--- src/rtl/hazard_pkg.sv ---
// shared figures for the coprocessor hazard timing block: op codes, hazard
// cycles, strobe and status bit positions, register offsets and slot layout
// assumes one core clock and one issue per cycle
`default_nettype none

package hazard_pkg;

  // ==========================================================================
  // issued operations
  typedef enum logic [13:0] {
    OP_NONE        = 14'h0001,
    OP_ALU         = 14'h0002,
    OP_MOVE_TO     = 14'h0004,
    OP_MOVE_FROM   = 14'h0008,
    OP_XLAT_READ   = 14'h0010,
    OP_XLAT_WR_IDX = 14'h0020,
    OP_XLAT_WR_RND = 14'h0040,
    OP_XLAT_PROBE  = 14'h0080,
    OP_EXC_RETURN  = 14'h0100,
    OP_TAG_LOAD    = 14'h0200,
    OP_TAG_STORE   = 14'h0400,
    OP_CACHE_HIT   = 14'h0800,
    OP_LOAD        = 14'h1000,
    OP_STORE       = 14'h2000
  } op_t;
  // jumps and branches travel as alu ops with a flag
  localparam int unsigned NUM_AGES = 5;

  // ==========================================================================
  // hazard cycles, counted from issue as cycle 1
  localparam int unsigned MOVE_TO_DST = 5;
  localparam int unsigned MOVE_FROM_SRC = 3;
  localparam int unsigned XLAT_SRC = 2;
  localparam int unsigned XLAT_READ_DST = 5;
  localparam int unsigned XLAT_WRITE_DST = 5;
  localparam int unsigned XLAT_PROBE_DST = 6;
  localparam int unsigned EXC_RETURN_SRC = 2;
  localparam int unsigned EXC_RETURN_DST = 4;
  localparam int unsigned TAG_LOAD_DST = 5;
  localparam int unsigned TAG_STORE_SRC = 3;
  localparam int unsigned CACHE_HIT_SRC = 3;
  localparam int unsigned CACHE_HIT_DST = 5;
  localparam int unsigned USABLE_SRC = 2;
  localparam int unsigned FETCH_SRC = 2;
  localparam int unsigned FETCH_EXC_PC_DST = 4;
  localparam int unsigned FETCH_EXC_INFO_DST = 5;
  localparam int unsigned IRQ_SRC = 2;
  localparam int unsigned LDST_SRC = 3;
  localparam int unsigned LDST_EXC_DST = 5;
  localparam int unsigned SHUTDOWN_INST_DST = 2;
  localparam int unsigned SHUTDOWN_DATA_DST = 4;
  localparam int unsigned UNCACHED_FETCH = 4;
  localparam logic [1:0] FETCH_STALL_SLOTS = 2'h3;

  // ==========================================================================
  // event inputs, sample strobes, commit strobes
  localparam int EV_FETCH_EXC = 0;
  localparam int EV_LDST_EXC = 1;
  localparam int EV_SHUT_INST = 2;
  localparam int EV_SHUT_DATA = 3;
  localparam int EV_IRQ = 4;
  localparam int EV_N = 5;
  localparam int S_SYSREG = 0;
  localparam int S_XLAT = 1;
  localparam int S_RET_PC = 2;
  localparam int S_TAG = 3;
  localparam int S_LINE = 4;
  localparam int S_USABLE = 5;
  localparam int S_FETCH = 6;
  localparam int S_IRQ = 7;
  localparam int S_LDST = 8;
  localparam int S_N = 9;
  localparam int C_SYSREG = 0;
  localparam int C_ENTRY = 1;
  localparam int C_XLAT = 2;
  localparam int C_INDEX = 3;
  localparam int C_LEVEL = 4;
  localparam int C_TAG = 5;
  localparam int C_LINE = 6;
  localparam int C_EXC_PC = 7;
  localparam int C_EXC_INFO = 8;
  localparam int C_SHUTDOWN = 9;
  localparam int C_N = 10;

  // ==========================================================================
  // status word layout and targets of a move
  localparam int ST_IE = 0;
  localparam int ST_EXL = 1;
  localparam int ST_ERL = 2;
  localparam int ST_KSU = 3;
  localparam int ST_FSTALL = 5;
  localparam int ST_TS = 6;
  localparam int ST_IM = 8;
  localparam int CFG_K0C = 16;
  localparam logic [1:0] KSU_KERNEL = 2'h0;
  localparam logic [2:0] K0C_UNCACHED = 3'h2;
  localparam logic [15:0] STATUS_RST = 16'h0004;
  localparam logic [2:0] K0C_RST = 3'h2;
  localparam logic [3:0] SEL_STATUS = 4'h0;
  localparam logic [3:0] SEL_CONFIG = 4'h1;

  // ==========================================================================
  // software view
  localparam logic [7:0] REG_STATUS = 8'h00;
  localparam logic [7:0] REG_VIOL = 8'h04;
  localparam logic [7:0] REG_CTRL = 8'h08;
  localparam int V_MOVE_PAIR = 0;
  localparam int V_STORE_CACHE = 1;
  localparam int V_N = 2;

  typedef struct packed {
    op_t op;
    logic [EV_N-1:0] ev;
    logic jump;
    logic dst_v;
    logic [4:0] dst;
    logic [3:0] sel;
    logic [15:0] wdata;
    logic [7:0] line;
  } slot_t;

  localparam slot_t SLOT_EMPTY = '{op: OP_NONE, default: '0};

endpackage

`default_nettype wire

--- src/rtl/hazard_tap_if.sv ---
// one pipeline age tap: the slot at that age and the strobes it raises
// assumes hazard_pkg compiled first
`default_nettype none

interface hazard_tap_if;
  hazard_pkg::slot_t slot;
  logic [hazard_pkg::S_N-1:0] smp;
  logic [hazard_pkg::C_N-1:0] cmt;
  modport feed (output slot, input smp, input cmt);
  modport dec (input slot, output smp, output cmt);
endinterface

`default_nettype wire

--- src/rtl/sysctl_hazard_timing.sv ---
// timing model of the system control coprocessor inside the core pipeline
// assumes a same-clock issue source, event pulses and a plain register port
`default_nettype none

module sysctl_hazard_timing (
  // clock and reset
  input wire logic sys_clk,
  input wire logic nrst,
  // issue request
  input wire logic req_valid,
  input wire hazard_pkg::op_t req_op,
  input wire logic req_jump,
  input wire logic req_dst_v,
  input wire logic [4:0] req_dst,
  input wire logic req_src_a_v,
  input wire logic [4:0] req_src_a,
  input wire logic req_src_b_v,
  input wire logic [4:0] req_src_b,
  input wire logic [3:0] req_sel,
  input wire logic [15:0] req_wdata,
  input wire logic [7:0] req_line,
  output logic issue_ready,
  // core events and interrupt lines
  input wire logic [hazard_pkg::EV_N-1:0] ev_in,
  input wire logic [7:0] irq_pending,
  // timing strobes and mode
  output logic [hazard_pkg::S_N-1:0] sample_strobe,
  output logic [hazard_pkg::C_N-1:0] commit_strobe,
  output logic fetch_uncached,
  output logic kernel_mode,
  output logic irq_request,
  // register port
  input wire logic [7:0] addr,
  input wire logic [31:0] wdata,
  input wire logic wr,
  input wire logic rd,
  output logic [31:0] rdata
);

  // ==========================================================================
  // state
  typedef struct packed {
    hazard_pkg::slot_t [hazard_pkg::NUM_AGES-2:0] st;
    hazard_pkg::slot_t pend;
    logic pend_v;
    logic ready;
    logic [1:0] stall_cnt;
    logic [15:0] status;
    logic [2:0] k0c;
    logic fetch_uncached;
    logic kernel;
    logic irq_request;
    logic [hazard_pkg::S_N-1:0] smp;
    logic [hazard_pkg::C_N-1:0] cmt;
    logic check_en;
    logic [hazard_pkg::V_N-1:0] viol;
    logic [31:0] rdata;
  } state_t;

  localparam state_t STATE_RST = '{
    st: {(hazard_pkg::NUM_AGES-1){hazard_pkg::SLOT_EMPTY}},
    pend: hazard_pkg::SLOT_EMPTY,
    ready: 1'b1,
    status: hazard_pkg::STATUS_RST,
    k0c: hazard_pkg::K0C_RST,
    fetch_uncached: 1'b1,
    kernel: 1'b1,
    check_en: 1'b1,
    default: '0
  };

  state_t r;
  state_t next_r;

  // ==========================================================================
  // issue and general register interlock
  hazard_pkg::slot_t req_slot;
  hazard_pkg::slot_t age [hazard_pkg::NUM_AGES];
  hazard_pkg::slot_t age0;
  logic take;
  logic dep;

  assign req_slot = '{
    op: req_op,
    ev: ev_in,
    jump: req_jump,
    dst_v: req_dst_v,
    dst: req_dst,
    sel: req_sel,
    wdata: req_wdata,
    line: req_line
  };

  assign take = req_valid && r.ready;

  // only general registers are compared; coprocessor state stalls only a jump right after a move that sets the fetch stall flag
  assign dep = take && r.st[0].dst_v && ((req_src_a_v && (req_src_a == r.st[0].dst))
               || (req_src_b_v && (req_src_b == r.st[0].dst)));

  // a dependent request waits one cycle in pend, leaving a bubble
  always_comb begin
    age0 = hazard_pkg::SLOT_EMPTY;
    if (r.pend_v) begin
      age0 = r.pend;
    end else if (take && !dep) begin
      age0 = req_slot;
    end
    age0.ev = ev_in;
  end

  // ==========================================================================
  // per-age decode taps
  logic [hazard_pkg::S_N-1:0] smp_acc [hazard_pkg::NUM_AGES+1];
  logic [hazard_pkg::C_N-1:0] cmt_acc [hazard_pkg::NUM_AGES+1];
  logic [hazard_pkg::S_N-1:0] smp_all;
  logic [hazard_pkg::C_N-1:0] cmt_all;

  assign smp_acc[0] = '0;
  assign cmt_acc[0] = '0;
  assign age[0] = age0;

  genvar g;
  generate
    for (g = 0; g < hazard_pkg::NUM_AGES; g++) begin : g_tap
      hazard_tap_if tap ();
      if (g > 0) begin : g_old
        assign age[g] = r.st[g-1];
      end
      assign tap.slot = age[g];
      // age g is strobed in hazard cycle g+2 via the output register
      hazard_decode #(
        .HC(g + 2)
      ) u_decode (
        .tap(tap.dec)
      );
      assign smp_acc[g+1] = smp_acc[g] | tap.smp;
      assign cmt_acc[g+1] = cmt_acc[g] | tap.cmt;
    end
  endgenerate

  assign smp_all = smp_acc[hazard_pkg::NUM_AGES];
  assign cmt_all = cmt_acc[hazard_pkg::NUM_AGES];

  // ==========================================================================
  // slots at the ages that change state
  hazard_pkg::slot_t move_slot;
  hazard_pkg::slot_t ret_slot;
  hazard_pkg::slot_t fetch_slot;
  logic cache_now;
  logic [2:0] store_hit;
  logic [2:0] busy_between;

  assign move_slot = age[hazard_pkg::MOVE_TO_DST-2];
  assign ret_slot = age[hazard_pkg::EXC_RETURN_DST-2];
  assign fetch_slot = age[hazard_pkg::UNCACHED_FETCH-2];

  assign cache_now = (age[0].op == hazard_pkg::OP_TAG_LOAD)
                     || (age[0].op == hazard_pkg::OP_TAG_STORE)
                     || (age[0].op == hazard_pkg::OP_CACHE_HIT);

  generate
    for (g = 1; g <= 3; g++) begin : g_store
      assign store_hit[g-1] = (age[g].op == hazard_pkg::OP_STORE)
                              && (age[g].line == age[0].line);
      assign busy_between[g-1] = (age[g].op == hazard_pkg::OP_LOAD)
                                 || (age[g].op == hazard_pkg::OP_TAG_LOAD)
                                 || (age[g].op == hazard_pkg::OP_TAG_STORE)
                                 || (age[g].op == hazard_pkg::OP_CACHE_HIT);
    end
  endgenerate

  // ==========================================================================
  // next state
  always_comb begin
    next_r = r;

    // pipeline advance and registered strobes
    next_r.st = {r.st[hazard_pkg::NUM_AGES-3:0], age[0]};
    next_r.smp = smp_all;
    next_r.cmt = cmt_all;

    // interlock hold
    next_r.pend_v = dep;
    if (dep) begin
      next_r.pend = req_slot;
    end

    // jump right after a move that sets the fetch stall flag
    if (r.stall_cnt != 2'h0) begin
      next_r.stall_cnt = r.stall_cnt - 2'h1;
    end
    if (age[0].jump && (age[1].op == hazard_pkg::OP_MOVE_TO)
        && (age[1].sel == hazard_pkg::SEL_STATUS)
        && age[1].wdata[hazard_pkg::ST_FSTALL]) begin
      next_r.stall_cnt = hazard_pkg::FETCH_STALL_SLOTS;
    end
    next_r.ready = !next_r.pend_v && (next_r.stall_cnt == 2'h0);

    // move to a coprocessor register lands in its commit cycle
    if (cmt_all[hazard_pkg::C_SYSREG]) begin
      case (move_slot.sel)
        hazard_pkg::SEL_STATUS: begin
          // mode, levels and enables change together in one step
          next_r.status = move_slot.wdata;
          next_r.status[hazard_pkg::ST_TS] = r.status[hazard_pkg::ST_TS];
        end
        hazard_pkg::SEL_CONFIG: begin
          next_r.k0c = move_slot.wdata[2:0];
        end
        default: begin
          next_r.k0c = r.k0c;
        end
      endcase
    end

    // exception return drops error level first, else exception level
    if (cmt_all[hazard_pkg::C_LEVEL] && (ret_slot.op == hazard_pkg::OP_EXC_RETURN)) begin
      if (r.status[hazard_pkg::ST_ERL]) begin
        next_r.status[hazard_pkg::ST_ERL] = 1'b0;
      end else begin
        next_r.status[hazard_pkg::ST_EXL] = 1'b0;
      end
    end

    // hardware sets win over a software write in the same cycle
    if (cmt_all[hazard_pkg::C_EXC_PC]) begin
      next_r.status[hazard_pkg::ST_EXL] = 1'b1;
    end
    if (cmt_all[hazard_pkg::C_SHUTDOWN]) begin
      next_r.status[hazard_pkg::ST_TS] = 1'b1;
    end

    // cache mode seen by fetch from the third instruction after the move
    if ((fetch_slot.op == hazard_pkg::OP_MOVE_TO)
        && (fetch_slot.sel == hazard_pkg::SEL_CONFIG)) begin
      next_r.fetch_uncached = (fetch_slot.wdata[2:0] == hazard_pkg::K0C_UNCACHED);
    end

    // committed mode; no guard against the five-instruction window
    next_r.kernel = (next_r.status[hazard_pkg::ST_KSU +: 2] == hazard_pkg::KSU_KERNEL)
                    || next_r.status[hazard_pkg::ST_EXL]
                    || next_r.status[hazard_pkg::ST_ERL];

    // interrupt recognition from the status seen at the sample cycle
    next_r.irq_request = smp_all[hazard_pkg::S_IRQ]
                         && (|(irq_pending & r.status[hazard_pkg::ST_IM +: 8]))
                         && r.status[hazard_pkg::ST_IE]
                         && !r.status[hazard_pkg::ST_EXL]
                         && !r.status[hazard_pkg::ST_ERL];

    // software clear of spacing faults, before new sets
    if (wr && (addr == hazard_pkg::REG_VIOL)) begin
      next_r.viol = r.viol & ~wdata[hazard_pkg::V_N-1:0];
    end
    if (wr && (addr == hazard_pkg::REG_CTRL)) begin
      next_r.check_en = wdata[0];
    end

    // spacing faults left to the instruction stream
    if (r.check_en) begin
      if ((age[0].op == hazard_pkg::OP_MOVE_FROM) && (age[1].op == hazard_pkg::OP_MOVE_TO)) begin
        next_r.viol[hazard_pkg::V_MOVE_PAIR] = 1'b1;
      end
      if (cache_now && (store_hit[0] || store_hit[1]
          || (store_hit[2] && (busy_between[0] || busy_between[1])))) begin
        next_r.viol[hazard_pkg::V_STORE_CACHE] = 1'b1;
      end
    end

    // read data stand for one cycle only
    next_r.rdata = '0;
    if (rd) begin
      case (addr)
        hazard_pkg::REG_STATUS: begin
          next_r.rdata[15:0] = r.status;
          next_r.rdata[hazard_pkg::CFG_K0C +: 3] = r.k0c;
        end
        hazard_pkg::REG_VIOL: begin
          next_r.rdata[hazard_pkg::V_N-1:0] = r.viol;
        end
        hazard_pkg::REG_CTRL: begin
          next_r.rdata[0] = r.check_en;
        end
        default: begin
          next_r.rdata = '0;
        end
      endcase
    end
  end

  // ==========================================================================
  // register
  always_ff @(posedge sys_clk) begin
    if (!nrst) begin
      r <= STATE_RST;
    end else begin
      r <= next_r;
    end
  end

  // ==========================================================================
  // outputs
  assign issue_ready = r.ready;
  assign sample_strobe = r.smp;
  assign commit_strobe = r.cmt;
  assign fetch_uncached = r.fetch_uncached;
  assign kernel_mode = r.kernel;
  assign irq_request = r.irq_request;
  assign rdata = r.rdata;

endmodule

`default_nettype wire

--- src/rtl/hazard_decode.sv ---
// decodes which source samples and destination commits fall on one hazard cycle
// assumes the slot presented is the one issued HC-2 cycles earlier
`default_nettype none

module hazard_decode #(
  parameter int unsigned HC = 2
) (
  // tap of one pipeline age
  hazard_tap_if.dec tap
);

  hazard_pkg::op_t op;
  logic xlat_write;
  logic xlat_any;
  logic cache_any;
  logic cop_any;

  assign op = tap.slot.op;
  assign xlat_write = (op == hazard_pkg::OP_XLAT_WR_IDX) || (op == hazard_pkg::OP_XLAT_WR_RND);
  assign xlat_any = xlat_write || (op == hazard_pkg::OP_XLAT_READ)
                    || (op == hazard_pkg::OP_XLAT_PROBE);
  assign cache_any = (op == hazard_pkg::OP_TAG_LOAD) || (op == hazard_pkg::OP_TAG_STORE)
                     || (op == hazard_pkg::OP_CACHE_HIT);
  assign cop_any = xlat_any || cache_any || (op == hazard_pkg::OP_MOVE_TO)
                   || (op == hazard_pkg::OP_MOVE_FROM) || (op == hazard_pkg::OP_EXC_RETURN);

  // ==========================================================================
  // strobes for this hazard cycle
  always_comb begin
    tap.smp = '0;
    tap.cmt = '0;
    tap.smp[hazard_pkg::S_SYSREG] = (op == hazard_pkg::OP_MOVE_FROM)
                                    && (HC == hazard_pkg::MOVE_FROM_SRC);
    tap.smp[hazard_pkg::S_XLAT] = xlat_any && (HC == hazard_pkg::XLAT_SRC);
    tap.smp[hazard_pkg::S_RET_PC] = (op == hazard_pkg::OP_EXC_RETURN)
                                    && (HC == hazard_pkg::EXC_RETURN_SRC);
    tap.smp[hazard_pkg::S_TAG] = (op == hazard_pkg::OP_TAG_STORE)
                                 && (HC == hazard_pkg::TAG_STORE_SRC);
    tap.smp[hazard_pkg::S_LINE] = (op == hazard_pkg::OP_CACHE_HIT)
                                  && (HC == hazard_pkg::CACHE_HIT_SRC);
    tap.smp[hazard_pkg::S_USABLE] = cop_any && (HC == hazard_pkg::USABLE_SRC);
    tap.smp[hazard_pkg::S_FETCH] = (op != hazard_pkg::OP_NONE)
                                   && (HC == hazard_pkg::FETCH_SRC);
    tap.smp[hazard_pkg::S_IRQ] = tap.slot.ev[hazard_pkg::EV_IRQ]
                                 && (HC == hazard_pkg::IRQ_SRC);
    tap.smp[hazard_pkg::S_LDST] = ((op == hazard_pkg::OP_LOAD) || (op == hazard_pkg::OP_STORE))
                                  && (HC == hazard_pkg::LDST_SRC);
    tap.cmt[hazard_pkg::C_SYSREG] = (op == hazard_pkg::OP_MOVE_TO)
                                    && (HC == hazard_pkg::MOVE_TO_DST);
    tap.cmt[hazard_pkg::C_ENTRY] = (op == hazard_pkg::OP_XLAT_READ)
                                   && (HC == hazard_pkg::XLAT_READ_DST);
    tap.cmt[hazard_pkg::C_XLAT] = xlat_write && (HC == hazard_pkg::XLAT_WRITE_DST);
    tap.cmt[hazard_pkg::C_INDEX] = (op == hazard_pkg::OP_XLAT_PROBE)
                                   && (HC == hazard_pkg::XLAT_PROBE_DST);
    tap.cmt[hazard_pkg::C_LEVEL] = (op == hazard_pkg::OP_EXC_RETURN)
                                   && (HC == hazard_pkg::EXC_RETURN_DST);
    tap.cmt[hazard_pkg::C_TAG] = (op == hazard_pkg::OP_TAG_LOAD)
                                 && (HC == hazard_pkg::TAG_LOAD_DST);
    tap.cmt[hazard_pkg::C_LINE] = (op == hazard_pkg::OP_CACHE_HIT)
                                  && (HC == hazard_pkg::CACHE_HIT_DST);
    tap.cmt[hazard_pkg::C_EXC_PC] =
      (tap.slot.ev[hazard_pkg::EV_FETCH_EXC] && (HC == hazard_pkg::FETCH_EXC_PC_DST))
      || (tap.slot.ev[hazard_pkg::EV_LDST_EXC] && (HC == hazard_pkg::LDST_EXC_DST));
    tap.cmt[hazard_pkg::C_EXC_INFO] =
      (tap.slot.ev[hazard_pkg::EV_FETCH_EXC] && (HC == hazard_pkg::FETCH_EXC_INFO_DST))
      || (tap.slot.ev[hazard_pkg::EV_LDST_EXC] && (HC == hazard_pkg::LDST_EXC_DST));
    tap.cmt[hazard_pkg::C_SHUTDOWN] =
      (tap.slot.ev[hazard_pkg::EV_SHUT_INST] && (HC == hazard_pkg::SHUTDOWN_INST_DST))
      || (tap.slot.ev[hazard_pkg::EV_SHUT_DATA] && (HC == hazard_pkg::SHUTDOWN_DATA_DST));
  end

endmodule

`default_nettype wire

--- config.mk ---
export PLATFORM = sky130hd
export DESIGN_NAME = sysctl_hazard_timing
export DESIGN_NICKNAME = d
export VERILOG_FILES = /design/src/rtl/hazard_pkg.sv /design/src/rtl/hazard_tap_if.sv /design/src/rtl/sysctl_hazard_timing.sv /design/src/rtl/hazard_decode.sv
export SDC_FILE = /design/constraint.sdc
export NUM_CORES = 1
export LEC_CHECK = 0
export ABC_AREA = 1
export BUFFER_PORTS_ARGS = -buffer_cell sky130_fd_sc_hd__buf_2
export CAP_MARGIN = 10
export CORE_MARGIN = 2
export CORE_UTILIZATION = 59
export DETAILED_ROUTE_END_ITERATION = 8
export GPL_TIMING_DRIVEN = 0
export PLACE_DENSITY = 0.88
export SLEW_MARGIN = 15
export SYNTH_ARGS = -nofsm -noshare
export SYNTH_HDL_FRONTEND = slang
export SYNTH_HIERARCHICAL = 1
export SYNTH_SLANG_ARGS = --single-unit
--- constraint.sdc ---
create_clock -name sys_clk -period 3 [get_ports sys_clk]
set_input_delay 0.45 -clock sys_clk [delete_from_list [all_inputs] [get_ports sys_clk]]
set_output_delay 0.45 -clock sys_clk [all_outputs]
set_load 0.01 [all_outputs]
* Yosys cells after proc, flatten, opt, wreduce, memory -nomap -nowiden
Index checks and enable logic that the tools add are counted.
Operators by class: $add $sub $neg 1, eq/ne operators 43, mux-type cells 18, bitwise gates (word level) 7, reductions and logical operators 62
Operators with widths (count):
- 54-bit 2-to-1 mux | 2
- 14-bit by 10-bit == test with 1-bit output (second input constant) | 4
- 14-bit by 12-bit == test with 1-bit output (second input constant) | 4
- 14-bit by 3-bit == test with 1-bit output (second input constant) | 4
- 14-bit by 11-bit == test with 1-bit output (second input constant) | 3
- 14-bit == test (second input constant) | 3
- 14-bit by 13-bit == test with 1-bit output (second input constant) | 2
- 14-bit by 4-bit == test with 1-bit output (second input constant) | 2
- 14-bit by 5-bit == test with 1-bit output (second input constant) | 2
- 14-bit by 6-bit == test with 1-bit output (second input constant) | 2
- 14-bit by 7-bit == test with 1-bit output (second input constant) | 2
- 14-bit by 8-bit == test with 1-bit output (second input constant) | 2
- 14-bit by 9-bit == test with 1-bit output (second input constant) | 2
- 8-bit == test | 3
- 1-bit logical AND | 24
- 1-bit logical OR | 24
- 14-bit by 1-bit inequality test with 1-bit output (second input constant) | 1
- 5-bit == test | 2
- 10-bit 2-to-1 mux | 1
- 2-bit 2-to-1 mux | 5
- 10-bit OR | 1
- 10-bit by 4-bit OR with 10-bit output | 1
- 10-bit by 9-bit OR with 10-bit output | 1
- 8-bit by 9-bit OR with 9-bit output | 1
- 21 further kinds | 33
Storage, ports and cells: register bits after elaboration 290, input bits 119, output and inout bits 55, word-level logic and storage cells 174

* Longest topological paths before layout
Gate-level depths: netlist (run 1).
word-level depth 21, depth in mapped cells 24, mapped depth without buffers 22

* Cells and area by module
The synthesis (run 1) kept the hierarchy.
By module, submodules not included:
- sysctl_hazard_timing | times used 1, cells each 1584, area each 12375.6 um^2, seq. area each 6646.4 um^2
- hazard_decode (g_tap[0].u_decode) | times used 1, cells each 69, area each 390.4 um^2, seq. area each 0.0 um^2
- hazard_decode (g_tap[1].u_decode) | times used 1, cells each 56, area each 277.8 um^2, seq. area each 0.0 um^2
- hazard_decode (g_tap[3].u_decode) | times used 1, cells each 49, area each 256.5 um^2, seq. area each 0.0 um^2
- hazard_decode (g_tap[4].u_decode) | times used 1, cells each 40, area each 221.5 um^2, seq. area each 0.0 um^2
- hazard_decode (g_tap[2].u_decode) | times used 1, cells each 38, area each 214.0 um^2, seq. area each 0.0 um^2

* Worst setup path after synthesis (run 1)
No wires, ideal clock.
kind input to register, start point in req_src_a[0], end point reg r (netlist bit sample_strobe[5]), setup time 0.115 ns, arrival 2.488 ns, data required time 2.885 ns, path slack 0.397 ns, cell stages on the path 20, buffers on the path 2, path through inv_1 > nand2_1 > nand2_1 > nor2_1 > nand3_1 > nand2_2 > nand2_4 > buf_6 > nand4_1 > o21ai_1 > nor2_4 > nand2_2 > nand3_2 > nor2_4 > nor2_2 > nand2_2 > buf_4 > or4_1 > o21ai_0 > inv_1
RTL lines:
- from (decl) | RTL line sysctl_hazard_timing.sv:16 | input wire logic [4:0] req_src_a,
- to (signal assigned) | RTL line sysctl_hazard_timing.sv:297 | r <= next_r;
- to (decl) | RTL line sysctl_hazard_timing.sv:72 | state_t r;

==> results of run 1 <==
## layer usage
metal / up-vias / global-route usage, %
met4: 0 / 8.19
met2: 382 / 43.1
met5: - / 0
met1: 4582 / 31.3
li1: 5154 / -
met3: 63 / 2.92
## per-stage QoR
stage | setup slack (ns) | cells | TNS [ns] | utilization (%)
final | 0.125 | 2127 | 0 | 71.7
after global routing | 0.00600 | 2127 | 0 | 71.7
after CTS | 0.0120 | 2128 | 0 | 71.6
after detailed placement | -0.180 | 2081 | -0.196 | 66.9
after global placement | -0.0950 | 2081 | -0.0950 | 66.9
after floorplan | 0.397 | 1690 | 0 | -
## worst paths after layout
kind	depth (start not counted)	to
worst min-delay path	3	age[197]$_SDFF_PN0_
worst max register to register	16	sample_strobe[5]$_SDFF_PN0_
worst min register to register	2	age[130]$_SDFF_PN0_
worst max-delay path	16	sample_strobe[5]$_SDFF_PN0_
## power by group through the flow
stage / logic (mW) / registers (mW) / clock network (mW)
global route: 0.749 / 3.68 / 3.57
finish: 0.669 / 3.67 / 3.40
global placement: 0.635 / 3.74 / 0
detailed placement: 0.653 / 3.75 / 0
CTS: 0.658 / 3.67 / 3.43
floorplan: 0.470 / 3.73 / 0
## final cells by class
class | instances | area [sq um]
well taps | 265 | 332
plain buffers | 193 | 1270
flip-flops and latches | 266 | 5330
fillers | 1527 | 5530
inverters | 273 | 1030
clock inverters | 11 | 146
clock buffers | 36 | 759
repair buffers | 126 | 631
multi-input cells | 957 | 4490
## timing repair
action                                 4_1_cts  5_1_grt
buffers inserted                             0        0
gates resized for setup                      0        6
setup endpoints to repair                    0        3
endpoints found under the hold margin        0        0
## registers in the layout, indices dropped and copies added, names as in the netlist
register / count
kernel_mode: 1
r: 73
rdata: 19
issue_ready: 1
irq_request: 1
commit_strobe: 10
sample_strobe: 9
fetch_uncached: 1
age: 151
## worst max-delay path: cells and delay by family, from the launching register on
| kind | cells | cell delay [ns] |
|---|---|---|
| AO/OA/AOI/OAI | 1 | 0.16 |
| buffers and inverters | 6 | 1.17 |
| flip-flops | 1 | 0.31 |
| AND/OR/NAND/NOR | 9 | 1.13 |
==> impl_metrics.ini, run 1 <==
[timing]
hold_ws_ns = 0.109
worstMarginPinSlew_ns = 0.741
fin_crit_ns = 2.87
hold_viol = 0
grt_setup_unrepaired = false
setup_viol = 0
finClkSkew_ns = 0.00997
fin_crit_sh_pct = 95.8
final-max-slew-violation-count = 0
slew_headroom_pct = 50.6
clock.fmax_mhz = 348

[grt]
grt_max_degree = 15
gr-total-overflow = 0
grt_pass1_wl_um = 43300
grt_pass1_vias = 9505
antenna_found_initial = 0
grt_use_total_pct = 24.5

[synth]
ys_warn_count = 6
synth_area_sq_um = 11800
synthCells = 1609
avgSynthCellArea_sq_um = 7.34

[clock_network]
cts_sinks = 266
root_buffer = clkbuf_16
clock_latency_ns = 0.54
clk_pin_slew_ns = 0.06
cts_buffers = 27
cts_tree = yes
ctsLongestPathBuffers = 3
hold_buffers = 0
h-tree-depth = 1

[power_and_ir_drop]
leakagePower_nw = 7.36
pwr-share-comb_pct = 8.7
vdd_drop_max_mv = 0.421
p_sw_share_pct = 23.2
p_switching_mw = 1.79
power_frac_seq_pct = 47.4
intPower_mw = 5.94
power_density_nw_per_um2 = 553
pwr-share-clk_pct = 43.9
finalPower_mw = 7.74

[route]
highest_layer = met4
vias = 10181
drc = 0
totalWireLength_um = 26500
drt_iter0_markers = 754
via_per_inst = 4.79
met3WireLength_um = 1630
final_antenna_net_count = 0
drt-met1-wl_um = 11400
dr.pass1.iters = 6
routedWlPerCell_um = 12.5
wl_met2_um = 12700

[outcome]
status = complete, no violations

[die]
ios = 174
start_util_pct = 60.5
core-area_sq_um = 19500
fp-row-count = 51
die-area_sq_um = 21200
dieHeight_um = 145
die_w_um = 145

[critical_path]
r2r_slack_ns = 0.13
crit_slowest_cell = or4_1
critPathKind = flip-flop to flip-flop
critical_path.max_stage_delay_ns = 0.50
r2r_start = r[79]$_SDFF_PN0_
cp_data_required_time_ns = 3.42
cp_max_fo = 10
worst_setup_path_start_kind = flip-flop
cp_cell_sequence = inv_1, buf_4, buf_1, nand3_4, nand2_4, inv_1, nand2_2, nor2_4, nand2_2, nor2_4, nor2_2, nand2_2, buf_4, or4_1, o21ai_1, inv_1
critPathLaunch = r[79]$_SDFF_PN0_
cp.arrival_ns = 3.30
endpoint_kind = flip-flop

[place]
gp_congestion = 0.891
io_buffers = 126
place_hpwl_um = 19900
post_dp_cell_area_sq_um = 13100

[cells_and_area]
final_cell_mix = nand2_1 (305), dfxtp_1 (265), inv_1 (261), nor2_1 (196), buf_4 (134)
drive_gt1_share_pct = 21.2
n_antenna_cell = 0
final_area_sq_um = 14000
nNetsFinal = 1963
layout.cells.most_common = nand2_1
area_growth_pct = 18.5

[worst_hold_path]
hold_path.class = input port to flip-flop
worstHoldStart = ev_in[0]

[job]
cap_violations = 0
(Power assumes the default switching activity.)
==> run 2: changes to the inputs <==
MAX_ROUTING_LAYER = met4   (was unset)
SETUP_SLACK_MARGIN = 0.1   (was unset)
==> run 2 against run 1 <==
Net effect: wire length up 2.8%; final cell count rose by 0.28%; setup slack improved by 0.14 ns; combinational power up 4.0%; hold slack is essentially flat; clock-buffer cell count rose by 1.
==> impl_metrics.ini, run 2 (synthesis results as in run 1) <==
[die]
fp-row-count = 51
ios = 174
core-area_sq_um = 19500
start_util_pct = 60.5
die_w_um = 145
die-area_sq_um = 21200
dieHeight_um = 145

[grt]
grt_pass1_wl_um = 43800
gr-total-overflow = 0
grt_use_total_pct = 25.5
grt_max_degree = 20
antenna_found_initial = 0
grt_pass1_vias = 9442

[cells_and_area]
drive_gt1_share_pct = 22.6
largest_reg_flops = 151
nNetsFinal = 1969
layout.cells.most_common = nand2_1
fill_cells = 1458
instances_no_fill = 2133
n_antenna_cell = 0
fin_util_pct = 72.7
final_cell_mix = nand2_1 (302), dfxtp_1 (261), inv_1 (260), nor2_1 (194), buf_4 (139)
area_growth_pct = 20.2

[critical_path]
r2r_slack_ns = 0.27
critPathTopFamily = simple AND/OR/NAND/NOR gates
critical_path.max_stage_delay_ns = 0.53
critPathKind = flip-flop to flip-flop
cp_common_cell = nand2_1
worst_setup_path_start_kind = flip-flop
cp_num_buf_inv = 3
cp.arrival_ns = 3.16
endpoint_kind = flip-flop
cp_cell_sequence = inv_2, nand2_1, nand2_1, nor2_1, nand3_1, nand2_2, nand2_4, buf_12, nand4_1, o21ai_4, nor2_4, nand2_4, nor4_2, nand2_1, or4_1, o21ai_0, inv_1
cp_max_fo = 6
cp_data_required_time_ns = 3.42
crit_slowest_cell = or4_1

[clock_network]
clk_pin_slew_ns = 0.06
root_buffer = clkbuf_16
ctsLongestPathBuffers = 3
h-tree-depth = 1
cts_sinks = 266
cts_tree = yes
clock_latency_ns = 0.53
cts_buffers = 27

[route]
routedWlPerCell_um = 12.8
drc = 0
via_per_inst = 4.79
final_antenna_net_count = 0
dr.pass1.iters = 6
vias = 10211
totalWireLength_um = 27200
drt_iter0_markers = 689

[timing]
setup_tns_ns = 0
worstMarginPinSlew_ns = 0.726
grt_setup_unrepaired = false
setup_viol = 0
fin_crit_ns = 2.73
slew_headroom_pct = 51.6
finClkSkew_ns = 0.00748
fin_crit_sh_pct = 91.1
final-max-slew-violation-count = 0
clock.fmax_mhz = 366
hold_viol = 0

[worst_hold_path]
hold_path.class = input port to flip-flop

[power_and_ir_drop]
power_density_nw_per_um2 = 556
leakagePower_nw = 7.45
finalPower_mw = 7.88
vdd_drop_max_mv = 0.401

[place]
place_hpwl_um = 19900
dpl.cell_count = 2081
io_buffers = 126
gp_congestion = 0.891

[outcome]
status = complete, no violations

[job]
cap_violations = 0
-- run 2: changes by cell type in the layout (fill, tap and decap cells not counted), moves of 4 or more --
cell	change
dfxtp_2	+4
o21ai_1	-4
buf_4	+5
dfxtp_1	-4
-- run 2: routing by layer --
metal / track usage, % / vias up / share of wire, %
met4: 7.94 / 0 / 2.7
met1: 31.2 / 4602 / 43
li1: - / 5174 / -
met2: 43.6 / 382 / 48
met5: - / - / 0
met3: 3.79 / 53 / 6.2
-- run 2: tightest hold or removal path, cell delays in order --
cell and delay [ns]:
buf_2 0.08, nand2_1 0.04, inv_1 0.04
-- run 2: what timing repair did --
item / in CTS / in global routing
pin swaps: 0 / 14
buffers inserted: 0 / 6
setup endpoints to repair: 1 / 2
resized for setup: 1 / 33
hold buffers: 0 / 0
endpoints found under the hold margin: 0 / 0
-- run 2: area by class of cell --
| cell class | instances | area [sq um] | area share, % |
|---|---|---|---|
| Buffer | 193 | 1280 | 9.02 |
| Clock buffer | 37 | 783 | 5.52 |
| Clock inverter | 10 | 154 | 1.08 |
| Inverter | 273 | 1030 | 7.27 |
| Multi-Input combinational cell | 957 | 4590 | 32.3 |
| Sequential cell | 266 | 5330 | 37.6 |
| Tap cell | 265 | 332 | 2.34 |
| Timing Repair Buffer | 132 | 688 | 4.85 |
-- run 2: stage by stage --
step	setup slack (ns)	hold slack [ns]	area, sq um
floorplan	0.397	0.390	12100
global placement	-0.0771	0.395	13100
detailed placement	-0.104	0.396	13100
CTS	0.110	0.0960	14000
global route	0.146	0.114	14200
finish	0.266	0.109	14200
-- run 2: power breakdown --
part	internal [mW]	total, mW	switching, mW
sequential	3.62	3.67	0.0488
combinational	0.301	0.696	0.395
clock	2.16	3.52	1.36
-- run 2: final timing paths --
| check | cells after the start | from | to |
|---|---|---|---|
| setup / recovery | 17 | age[193]$_SDFF_PN0_ | sample_strobe[6]$_SDFF_PN0_ |
| hold / removal | 3 | ev_in[3] | age[200]$_SDFF_PN0_ |
| setup reg to reg | 17 | age[193]$_SDFF_PN0_ | sample_strobe[6]$_SDFF_PN0_ |
| hold reg to reg | 2 | age[183]$_SDFF_PN0_ | age[129]$_SDFF_PN0_ |
==> run 3: changes to the inputs <==
GPL_ROUTABILITY_DRIVEN = 0   (was unset)
RECOVER_POWER = 25   (was unset)
==> run 3 against run 2 <==
Net effect: combinational power decreased by 1%; clock skew is 0.0065 ns higher; flip-flop and latch count unchanged; power decreased by 1.3%; setup slack worse by 0.066 ns; highest routed layer unchanged.
==> impl_metrics.ini, run 3 (synthesis results as in run 1) <==
[outcome]
status = complete, no violations

[route]
final_antenna_net_count = 0
routedWlPerCell_um = 12.6
drt_iter0_markers = 775
totalWireLength_um = 26900
drc = 0
via_per_inst = 4.80
vias = 10224
dr.pass1.iters = 5

[critical_path]
cp_cell_sequence = inv_1, nand2_1, nand2_1, nor2_2, nand3_1, nand2_2, nand2_4, buf_6, nand4_1, o21ai_2, nand2_1, inv_1, nor2_1, nand2_2, nor2_4, nor2_2, nand2_2, buf_4, or4_4, o21ai_2, inv_1
critPathKind = flip-flop to flip-flop
endpoint_kind = flip-flop
cp_max_fo = 10
cp_num_buf_inv = 5
crit_slowest_cell = or4_4
r2r_cells = 21
critical_path.max_stage_delay_ns = 0.51
worst-path-stages = 21
cp.arrival_ns = 3.22
worst_setup_path_start_kind = flip-flop
cp_data_required_time_ns = 3.42
critPathTopFamily = simple AND/OR/NAND/NOR gates

[die]
die-area_sq_um = 21200
start_util_pct = 60.5
ios = 174
dieHeight_um = 145
core-area_sq_um = 19500
die_w_um = 145
fp-row-count = 51

[timing]
final-max-slew-violation-count = 0
clock.fmax_mhz = 357
hold_viol = 0
fin_crit_sh_pct = 93.3
finClkSkew_ns = 0.0140
slew_headroom_pct = 47.5
setup_viol = 0
worstMarginPinSlew_ns = 0.788
worst_slack_ns = 0.200
fin_crit_ns = 2.80
grt_setup_unrepaired = true

[clock_network]
clk_pin_slew_ns = 0.07
ctsLongestPathBuffers = 3
root_buffer = clkbuf_16
h-tree-depth = 1
hold_buffers = 0
cts_buffers = 27
cts_sinks = 266
cts_tree = yes
clock_latency_ns = 0.53

[cells_and_area]
drive_gt1_share_pct = 22.1
largest_reg_flops = 151
multi_input_area_sq_um = 4600
n_antenna_cell = 0
final-seq-area_sq_um = 5330
instances_no_fill = 2131
nNetsFinal = 1966
fill_cells = 1451
layout.cells.most_common = nand2_1
area_growth_pct = 19.7
final_cell_mix = nand2_1 (304), dfxtp_1 (261), inv_1 (260), nor2_1 (194), buf_4 (136)

[power_and_ir_drop]
power_frac_seq_pct = 47.2
intPower_mw = 5.95
p_sw_share_pct = 23.5
vdd_drop_max_mv = 0.540
pwr-share-comb_pct = 8.9
p_switching_mw = 1.83
power_density_nw_per_um2 = 551
leakagePower_nw = 7.39
pwr-share-clk_pct = 44.0
finalPower_mw = 7.78

[place]
io_buffers = 126
dpl.cell_count = 2081
dpl_worst_slack_ns = -0.187
place_hpwl_um = 19500

[worst_hold_path]
hold_depth = 3
hold_path.class = input port to flip-flop

[grt]
grt_use_total_pct = 25.0
gr-total-overflow = 0
grt_pass1_vias = 9423
grt_max_degree = 20
grt_pass1_wl_um = 43000
antenna_found_initial = 0

[job]
cap_violations = 0
==> run 3: path summary, 6_finish.rpt <==
check                       from                     endpoint  slack [ns]
max reg2reg  age[192]$_SDFF_PN0_  sample_strobe[5]$_SDFF_PN0_        0.20
min                     ev_in[3]          age[200]$_SDFF_PN0_        0.12
max          age[192]$_SDFF_PN0_  sample_strobe[5]$_SDFF_PN0_        0.20
min reg2reg  age[198]$_SDFF_PN0_          age[144]$_SDFF_PN0_        0.41
==> run 3: power by group through the flow <==
stage / combinational, mW / sequential, mW / clock, mW
2_1_floorplan: 0.470 / 3.73 / 0
3_3_place_gp: 0.633 / 3.74 / 0
3_5_place_dp: 0.650 / 3.75 / 0
4_1_cts: 0.658 / 3.67 / 3.45
5_1_grt: 0.766 / 3.68 / 3.60
6_report: 0.689 / 3.67 / 3.42
==> run 3: worst register-to-register path, cell delays in order (launching register included) <==
cell	delay, ns
dfxtp_2	0.32
inv_1	0.08
nand2_1	0.05
nand2_1	0.08
nor2_2	0.04
nand3_1	0.08
nand2_2	0.07
nand2_4	0.14
buf_6	0.16
nand4_1	0.14
o21ai_2	0.17
nand2_1	0.10
inv_1	0.08
nor2_1	0.07
nand2_2	0.10
nor2_4	0.05
nor2_2	0.09
nand2_2	0.05
buf_4	0.12
or4_4	0.51
o21ai_2	0.15
inv_1	0.05
==> run 3: layout make-up <==
type	instances	share of cell area [%]
sequential	266	37.7
multi-input combinational	957	32.5
buffer	193	9.05
inverter	273	7.35
clock buffer	34	5.04
timing repair buffer	129	4.59
tap	265	2.35
clock inverter	14	1.38
==> run 3: repair_timing <==
action | CTS | global route
buffers inserted | 0 | 3
cloned | 0 | 0
gates resized for setup | 4 | 32
pin swaps | 1 | 8
setup endpoints to repair | 1 | 3
==> run 3: through the flow <==
| step | hold slack, ns | TNS [ns] | cell area, sq um | util [%] |
|---|---|---|---|---|
| floorplan | 0.390 | 0 | 12100 | - |
| global placement | 0.397 | -0.0750 | 13100 | 66.9 |
| detailed placement | 0.397 | -0.187 | 13100 | 66.9 |
| CTS | 0.0981 | 0 | 14000 | 71.6 |
| global route | 0.126 | 0 | 14100 | 72.4 |
| finish | 0.115 | 0 | 14100 | 72.4 |
==> run 3: routing by layer <==
layer,track usage (%),up-vias,routed length (um)
met5,-,-,0
met4,8.73,0,925
met3,3.42,72,1920
met2,41.9,431,12700
met1,31.1,4541,11400
li1,-,5180,-
